File: config.mk
export PLATFORM = sky130hd
export DESIGN_NAME = icm_mux_ctrl
export DESIGN_NICKNAME = d
export VERILOG_FILES = /design/src/hw/icm_pkg.sv /design/src/hw/icm_hold_filter.sv /design/src/hw/icm_mux_ctrl.sv
export SDC_FILE = /design/constraint.sdc
export NUM_CORES = 1
export LEC_CHECK = 0
export BUFFER_PORTS_ARGS = -buffer_cell sky130_fd_sc_hd__buf_2
export CORE_ASPECT_RATIO = 0.8
export CORE_MARGIN = 3
export CORE_UTILIZATION = 50
export CTS_CLUSTER_DIAMETER = 100
export DETAILED_ROUTE_END_ITERATION = 10
export PLACE_DENSITY = 0.74
export SLEW_MARGIN = 10
export SYNTH_ARGS = -nofsm -noshare
export SYNTH_HDL_FRONTEND = slang
export SYNTH_SLANG_ARGS = --single-unit
File: constraint.sdc
create_clock -name CLK_SYS_IN -period 4.2 [get_ports CLK_SYS_IN]
set_input_delay 0 -clock CLK_SYS_IN [delete_from_list [all_inputs] [get_ports CLK_SYS_IN]]
set_output_delay 0 -clock CLK_SYS_IN [all_outputs]
set_load 0.02 [all_outputs]
File: src/hw/icm_pkg.sv
`default_nettype none
package icm_pkg;
    // System clock period
    localparam int unsigned CLK_PERIOD_NS   = 20;
    // Minimum reset pin low width; plain default, tune per process
    localparam int unsigned RST_PULSE_NS    = 500;
    localparam int unsigned RST_PULSE_CYC   =
        (RST_PULSE_NS + CLK_PERIOD_NS - 1) / CLK_PERIOD_NS;
    // Widest supply glitch that must be ridden through
    localparam int unsigned GLITCH_US       = 10;
    localparam int unsigned GLITCH_CYC      =
        (GLITCH_US * 1000 + CLK_PERIOD_NS - 1) / CLK_PERIOD_NS;
    // Supply detector thresholds, set in the analogue comparator
    localparam int unsigned POR_FALL_MIN_MV = 700;
    localparam int unsigned POR_RISE_MAX_MV = 1500;
    // Supply dip the system must apply to force a full reset
    localparam int unsigned FORCE_MARGIN_MV = 50;
    localparam int unsigned FORCE_FLOOR_MV  = 200;
    localparam int unsigned FORCE_HOLD_US   = 1;
    // Control byte fields and reset value
    localparam int unsigned CTRL_EN_POS     = 3;
    localparam int unsigned CTRL_IDX_LSB    = 0;
    localparam int unsigned CTRL_IDX_W      = 3;
    localparam logic [7:0]  CTRL_RESET      = 8'h00;
    // Reserved addresses, the software reset code and the byte length
    localparam logic [7:0]  GC_ADDR_WR      = 8'h00;
    localparam logic [7:0]  SWRST_CODE      = 8'h06;
    localparam logic [3:0]  BITS_PER_BYTE   = 4'h8;

    // Serial slave states
    typedef enum logic [2:0] {
        ST_IDLE, ST_ADDR, ST_ACK, ST_WR, ST_GC, ST_RD, ST_RDACK, ST_IGN
    } icm_state_t;

    // Whole state of the selector
    typedef struct packed {
        icm_state_t  st;     // Current bus phase
        icm_state_t  nxt;    // Phase after the acknowledge bit
        logic        scl_q;  // Previous clock line level
        logic        sda_q;  // Previous data line level
        logic [3:0]  cnt;    // Bit counter within a byte
        logic [7:0]  sh;     // Shift register
        logic        sda_oe; // Pull data line low
        logic [7:0]  ctrl;   // channel_select register
        logic [7:0]  pend;   // Byte waiting for STOP
        logic        pend_v; // Pending byte is valid
        logic        gc_arm; // Software reset armed
        logic [7:0]  chan;   // One-hot channel connections
    } icm_regs_t;

    localparam icm_regs_t REGS_RESET = '{
        st: ST_IDLE, nxt: ST_IDLE, scl_q: 1'b1, sda_q: 1'b1,
        cnt: 4'h0, sh: 8'h00, sda_oe: 1'b0, ctrl: CTRL_RESET,
        pend: 8'h00, pend_v: 1'b0, gc_arm: 1'b0, chan: 8'h00};
endpackage
`default_nettype wire

File: src/hw/icm_hold_filter.sv
`default_nettype none
// Raises its output once the input has stood high for CYC cycles;
// drops it the cycle after the input falls
module icm_hold_filter #(
    parameter int unsigned CYC = 16
) (
    input  wire logic clk_in,
    input  wire logic rst_in,
    input  wire logic level_in,
    output var  logic trip_out
);
    typedef struct packed {
        logic [15:0] cnt;  // Cycles the input has been high
        logic        trip; // Held long enough
    } icm_filt_t;

    localparam logic [15:0] LAST = 16'(CYC - 1);

    icm_filt_t r, n;

    // Count a sustained level; any drop restarts the count
    always_comb begin
        n = r;
        if (!level_in) begin
            n.cnt  = 16'h0000;
            n.trip = 1'b0;
        end else if (r.cnt >= LAST) begin
            n.trip = 1'b1;
        end else begin
            n.cnt = r.cnt + 16'h0001;
        end
    end

    // State register
    always_ff @(posedge clk_in or posedge rst_in) begin
        if (rst_in) begin
            r <= '0;
        end else begin
            r <= n;
        end
    end

    assign trip_out = r.trip;
endmodule
`default_nettype wire

File: src/hw/icm_mux_ctrl.sv
`default_nettype none
// Channel selector of an eight-way bus switch, with its reset sources
module icm_mux_ctrl
    import icm_pkg::*;
(
    input  wire logic       CLK_SYS_IN,        // 50 MHz system clock
    input  wire logic       RST_IN,            // Async reset, active high
    input  wire logic       RESET_N_IN,        // Reset pin, active low
    input  wire logic       SUPPLY_LOW_IN,     // Core supply under trip
    input  wire logic [6:0] SLAVE_ADDR_IN,     // Strapped slave address
    input  wire logic       SCL_IN,            // Upstream clock line
    input  wire logic       SDA_IN,            // Upstream data line
    output var  logic       SDA_OUT,           // Data drive value
    output var  logic       SDA_OE_OUT,        // Data pulled low
    output var  logic [7:0] CHAN_EN_OUT        // Downstream pair enables
);
    icm_regs_t r, n;       // Registered state and its next value
    logic      rst_trip;   // Reset pin held low long enough
    logic      por_trip;   // Supply low long enough
    logic      dev_rst;    // Any internal reset source
    logic      rise_w;     // Clock line rising
    logic      fall_w;     // Clock line falling
    logic      start_w;    // START or repeated START
    logic      stop_w;     // STOP

    // One-hot connection pattern for a control byte
    function automatic logic [7:0] chan_decode(input logic [7:0] b);
        logic [7:0] oh;
        oh = 8'h00;
        if (b[CTRL_EN_POS]) begin
            oh[b[CTRL_IDX_LSB +: CTRL_IDX_W]] = 1'b1;
        end
        return oh;
    endfunction

    // Reset pin must stay low for the minimum pulse width
    icm_hold_filter #(.CYC(RST_PULSE_CYC)) u_pin_filt (
        .clk_in   (CLK_SYS_IN),
        .rst_in   (RST_IN),
        .level_in (~RESET_N_IN),
        .trip_out (rst_trip)
    );

    // Comparator output carries the hysteresis; short dips are ridden
    // through so a brief sag does not disturb an open channel
    icm_hold_filter #(.CYC(GLITCH_CYC)) u_por_filt (
        .clk_in   (CLK_SYS_IN),
        .rst_in   (RST_IN),
        .level_in (SUPPLY_LOW_IN),
        .trip_out (por_trip)
    );

    assign dev_rst = rst_trip | por_trip;

    // Bus conditions, taken from the previous line levels
    assign rise_w  = SCL_IN & ~r.scl_q;
    assign fall_w  = ~SCL_IN & r.scl_q;
    assign start_w = SCL_IN & r.scl_q & r.sda_q & ~SDA_IN;
    assign stop_w  = SCL_IN & r.scl_q & ~r.sda_q & SDA_IN;

    // Next-state logic of the serial slave and channel register
    always_comb begin
        n       = r;
        n.scl_q = SCL_IN;
        n.sda_q = SDA_IN;
        if (dev_rst) begin
            // Held in reset: all zero, silent, disconnected
            n = REGS_RESET;
            // Keep tracking the lines so release sees no false edge
            n.scl_q = SCL_IN;
            n.sda_q = SDA_IN;
        end else if (start_w) begin
            // Repeated START cancels an armed software reset
            n.st     = ST_ADDR;
            n.cnt    = 4'h0;
            n.sda_oe = 1'b0;
            n.gc_arm = 1'b0;
        end else if (stop_w) begin
            n.st     = ST_IDLE;
            n.sda_oe = 1'b0;
            if (r.gc_arm) begin
                n = REGS_RESET;
            end else if (r.pend_v) begin
                // Switch only now, when all lines are idle high
                n.ctrl   = r.pend;
                n.chan   = chan_decode(r.pend);
                n.pend_v = 1'b0;
            end
        end else begin
            case (r.st)
                // Collect address, then ack ours or the general call
                ST_ADDR: begin
                    if (rise_w) begin
                        n.sh  = {r.sh[6:0], SDA_IN};
                        n.cnt = r.cnt + 4'h1;
                    end else if (fall_w && r.cnt == BITS_PER_BYTE) begin
                        n.cnt = 4'h0;
                        if (r.sh[7:1] == SLAVE_ADDR_IN) begin
                            n.sda_oe = 1'b1;
                            n.st     = ST_ACK;
                            n.nxt    = r.sh[0] ? ST_RD : ST_WR;
                        end else if (r.sh == GC_ADDR_WR) begin
                            n.sda_oe = 1'b1;
                            n.st     = ST_ACK;
                            n.nxt    = ST_GC;
                        end else begin
                            n.st = ST_IGN;
                        end
                    end
                end
                // Acknowledge bit; release or start the read byte
                ST_ACK: begin
                    if (fall_w) begin
                        n.st     = r.nxt;
                        n.cnt    = 4'h0;
                        n.sda_oe = 1'b0;
                        if (r.nxt == ST_RD) begin
                            n.sh     = r.ctrl;
                            n.sda_oe = ~r.ctrl[7];
                            n.cnt    = 4'h1;
                        end
                    end
                end
                // Data byte; only the last before STOP is kept
                ST_WR: begin
                    if (rise_w) begin
                        n.sh  = {r.sh[6:0], SDA_IN};
                        n.cnt = r.cnt + 4'h1;
                    end else if (fall_w && r.cnt == BITS_PER_BYTE) begin
                        n.pend   = r.sh;
                        n.pend_v = 1'b1;
                        n.sda_oe = 1'b1;
                        n.st     = ST_ACK;
                        n.nxt    = ST_WR;
                        n.cnt    = 4'h0;
                    end
                end
                // Software reset code; any later byte goes unanswered
                ST_GC: begin
                    if (rise_w) begin
                        n.sh  = {r.sh[6:0], SDA_IN};
                        n.cnt = r.cnt + 4'h1;
                    end else if (fall_w && r.cnt == BITS_PER_BYTE) begin
                        n.cnt = 4'h0;
                        if (r.sh == SWRST_CODE) begin
                            n.sda_oe = 1'b1;
                            n.gc_arm = 1'b1;
                            n.st     = ST_ACK;
                            n.nxt    = ST_IGN;
                        end else begin
                            n.st = ST_IGN;
                        end
                    end
                end
                // Shift out the register, open-drain style
                ST_RD: begin
                    if (fall_w) begin
                        if (r.cnt == BITS_PER_BYTE) begin
                            n.sda_oe = 1'b0;
                            n.st     = ST_RDACK;
                        end else begin
                            n.sh     = {r.sh[6:0], 1'b0};
                            n.sda_oe = ~r.sh[6];
                            n.cnt    = r.cnt + 4'h1;
                        end
                    end
                end
                // Master ack repeats the byte, nack ends the read
                ST_RDACK: begin
                    if (rise_w && SDA_IN) begin
                        n.st = ST_IGN;
                    end else if (fall_w) begin
                        n.sh     = r.ctrl;
                        n.sda_oe = ~r.ctrl[7];
                        n.cnt    = 4'h1;
                        n.st     = ST_RD;
                    end
                end
                // Idle or not addressed: wait for START or STOP
                ST_IDLE, ST_IGN: begin
                    n.sda_oe = 1'b0;
                end
                default: begin
                    n.st     = ST_IDLE;
                    n.sda_oe = 1'b0;
                end
            endcase
        end
    end

    // State register
    always_ff @(posedge CLK_SYS_IN or posedge RST_IN) begin
        if (RST_IN) begin
            r <= REGS_RESET;
        end else begin
            r <= n;
        end
    end

    // Open drain: only ever pulls low
    assign SDA_OUT     = 1'b0;
    assign SDA_OE_OUT  = r.sda_oe;
    assign CHAN_EN_OUT = r.chan;
endmodule
`default_nettype wire

==> impl_metrics.csv <==
group,metric,value,unit
placement,io_buffers,21,
logic_synthesis,synth_flop_cell,"dfrtp_1",
timing,period_needed,2.40,ns
grt,grt_use_met1,28.2,%
clocking,cts_max_level,3,
clocking,cts_tree,"built",
drt,num_vias,3189,
grt,grt_usage,20.4,%
floorplanning,die_h,87.5,um
clocking,clkTransAtPathRegs,0.08,ns
cells_and_area,fillers,707,
placement,hpwlAfterDp,6.13,mm
logic_synthesis,ys.warnings.count,0,
drt,dr.pass1.iters,5,
timing,setup_tns,0,ns
clocking,numCtsBuffers,9,
floorplanning,floorplan.initialDensity,51.8,%
grt,grt_overflow,0,
timing,max_freq,416,MHz
logic_synthesis,synthDistinctLibCells,59,
timing,worst_pin_slew,1.00,ns
grt,grt_pass1_vias,3151,
timing,rsz0062_at_grt,"no",
clocking,clkLatencyLatePin,0.35,ns
status,outcome,"complete, no violations",
clocking,root_buffer,"clkbuf_8",
drt,totalWireLength,8.68,mm
drt,wl_per_cell,15.4,um
logic_synthesis,synthAdderAreaFrac,1.51,%
logic_synthesis,synth-compound-area-share,15.0,%
logic_synthesis,synth-simple-area-share,23.7,%
drt,drc,0,
worst_setup_path,reg2reg_depth,5,
cells_and_area,area_delta_synth_final,8.46,%
worst_setup_path,reg2reg_from,"r[44]$_DFFE_PP0P_",
timing,finalCritPeriodShare,57.2,%
cells_and_area,most-common-layout-cells,"79 x dfrtp_1, 60 x nand2_1, 31 x o21ai_0, 23 x nor2_1, 21 x buf_2",
logic_synthesis,synth_xor_xnor_area_share,3.98,%
timing,clock_skew,0.00719,ns
cells_and_area,fin_nets,470,
placement,placed_area,4280,sq um
logic_synthesis,synthMuxAreaShare,2.02,%
timing,setup_viol,0,
logic_synthesis,synth-edff-count,0,
worst_setup_path,cp.required,4.45,ns
floorplanning,die_w,108,um
drt,viasPerCell,5.64,
power,power_density,456,nW/um^2
power,ir_drop,0.242,mV
logic_synthesis,syn_nets,456,
worst_setup_path,crit_fanout,23,
logic_synthesis,synth_top_area_share,47.6,%
grt,grt_start_max_net_pins,57,
power,p_leak,2.03,nW
drt,postRouteAntennaNets,0,
logic_synthesis,synthCells,438,
grt,grt_pass1_wl,15.3,mm
worst_setup_path,r2r_setup_slack,1.80,ns
cells_and_area,design_area,4510,sq um
logic_synthesis,syn_area,4150,sq um
grt,busiest_layer,"met2",
job,max-cap-violations,0,
worst_setup_path,end_kind,"register",
floorplanning,core,8020,sq um
cells_and_area,diodes,0,
power,p_total,2.06,mW
worst_setup_path,worstSetupStartpointType,"register",
min_path,min_path_type,"input port to async pin",
grt,met2_usage,30.8,%
clocking,cts.repair.resized,0,
floorplanning,die_area,9440,sq um
cells_and_area,mostFrequentLayoutCell,"dfrtp_1",
timing,slew_viol_final,0,
worst_setup_path,r2r-end,"r[43]$_DFFE_PP0P_",
placement,place_congestion,0.960,
logic_synthesis,ys_ff_latch,81,
clocking,clock_sinks,81,
grt,antenna_found_initial,0,
floorplanning,ios,23,
logic_synthesis,synth_top_family_by_area,"simple AND/OR/NAND/NOR gates",
worst_setup_path,arrival,2.65,ns
logic_synthesis,synth_area_leaders,"dfrtp_1 48%, nand2_1 5.4%, o21ai_0 3.9%",
logic_synthesis,ys_async_sr_fraction,100,%
logic_synthesis,synth_seq_area_share,48.9,%
timing,relSlewSlack,32.5,%
logic_synthesis,syn_avg_cell_area,9.48,sq um
timing,hold_viol,0,
worst_setup_path,crit_type,"register to register",
drt,drt-initial-drc-count,253,
cells_and_area,finish.utilization,56.2,%
floorplanning,num_rows,29,
grt,use_met3,6.82,%
cells_and_area,drive_gt1_share,11.6,%
clocking,clock_path_buffers,2,
logic_synthesis,yosysTopAreaCell,"dfrtp_1",
[per-stage QoR]
step,std cells,setup slack [ns],hold WS (ns)
2_1_floorplan,438,2.12,0.0656
3_3_place_gp,544,1.98,0.00885
3_5_place_dp,544,1.86,0.00734
4_1_cts,565,1.84,0.162
5_1_grt,565,1.59,0.187
6_report,565,1.80,0.171
[where the power goes]
group | internal [mW] | leakage (nW) | total, mW | switching (mW)
Clock | 0.232 | 0.0928 | 0.516 | 0.284
Sequential | 0.848 | 1.11 | 0.985 | 0.137
Combinational | 0.230 | 0.829 | 0.555 | 0.325
Total | 1.31 | 2.03 | 2.06 | 0.746
[sequential cells by signal, summed over array words and instances, names as in the netlist]
| signal | flops |
|---|---|
| u_pin_filt.r | 16 |
| SDA_OE_OUT | 1 |
| u_por_filt.r | 16 |
| CHAN_EN_OUT | 8 |
| u_pin_filt.trip_out | 1 |
| r | 38 |
| u_por_filt.trip_out | 1 |
[area by class of cell]
cell class | count | area (sq um) | share of cell area (%)
clock buffer | 10 | 138 | 3.05
clock inverter | 6 | 40.0 | 0.889
inverter | 18 | 68.8 | 1.53
multi-input combinational | 314 | 1920 | 42.7
sequential | 81 | 2030 | 45.0
tap | 108 | 135 | 3.00
timing repair buffer | 28 | 170 | 3.78
[how the worst max path moves through the flow]
stage	start	end	slack, ns	depth (start not counted)
after global routing	r[44]$_DFFE_PP0P_	r[43]$_DFFE_PP0P_	1.59	5
after detailed placement	r[44]$_DFFE_PP0P_	r[43]$_DFFE_PP0P_	1.86	5
after global placement	r[44]$_DFFE_PP0P_	r[42]$_DFFE_PP0P_	1.98	5
final	r[44]$_DFFE_PP0P_	r[43]$_DFFE_PP0P_	1.80	5
after CTS	r[44]$_DFFE_PP0P_	r[43]$_DFFE_PP0P_	1.84	5
after floorplan	RST_IN	CHAN_EN_OUT[0]$_DFFE_PP0P_	2.12	1
[Yosys cell counts, types with 5 or more instances]
cell and n:
nor4_1 9, nor2_1 23, o2bb2ai_1 9, xnor2_1 8
and2_1 17, nor2b_1 18, o21a_1 6, nand2b_1 7
ha_1 5, nand4_1 7, a21oi_1 16, nor3_1 13
o21ai_0 32, xor2_1 9, clkbuf_1 11, buf_4 9
nand2_1 60, mux2i_1 5, inv_1 18, nand3_1 11
dfrtp_1 79
[layer usage]
layer	wire length [um]	part of all wire, %	vias to the layer above
met5	0	0	-
li1	-	-	1553
met2	4000	46	114
met4	109	1.3	0
met1	3970	46	1511
met3	600	6.9	11
[cell families after synthesis]
logic type	after synthesis
compound gates	94
xor+xnor	18
fa+ha+maj	5
buf+inv	43
flops	81
mux	8
other cells	1
simple gates	188
[worst max-delay path: stages (launching register included)]
cell      delay [ns]
dfrtp_1         0.78
nand2b_1        0.30
a211oi_1        0.26
o21ai_0         0.21
a31oi_1         0.36
mux2_2          0.38
[timing repair]
action,CTS,global route
endpoints found under the hold margin,41,0
buffers inserted,0,0
hold buffers,5,0
(Power assumes the default switching activity.)
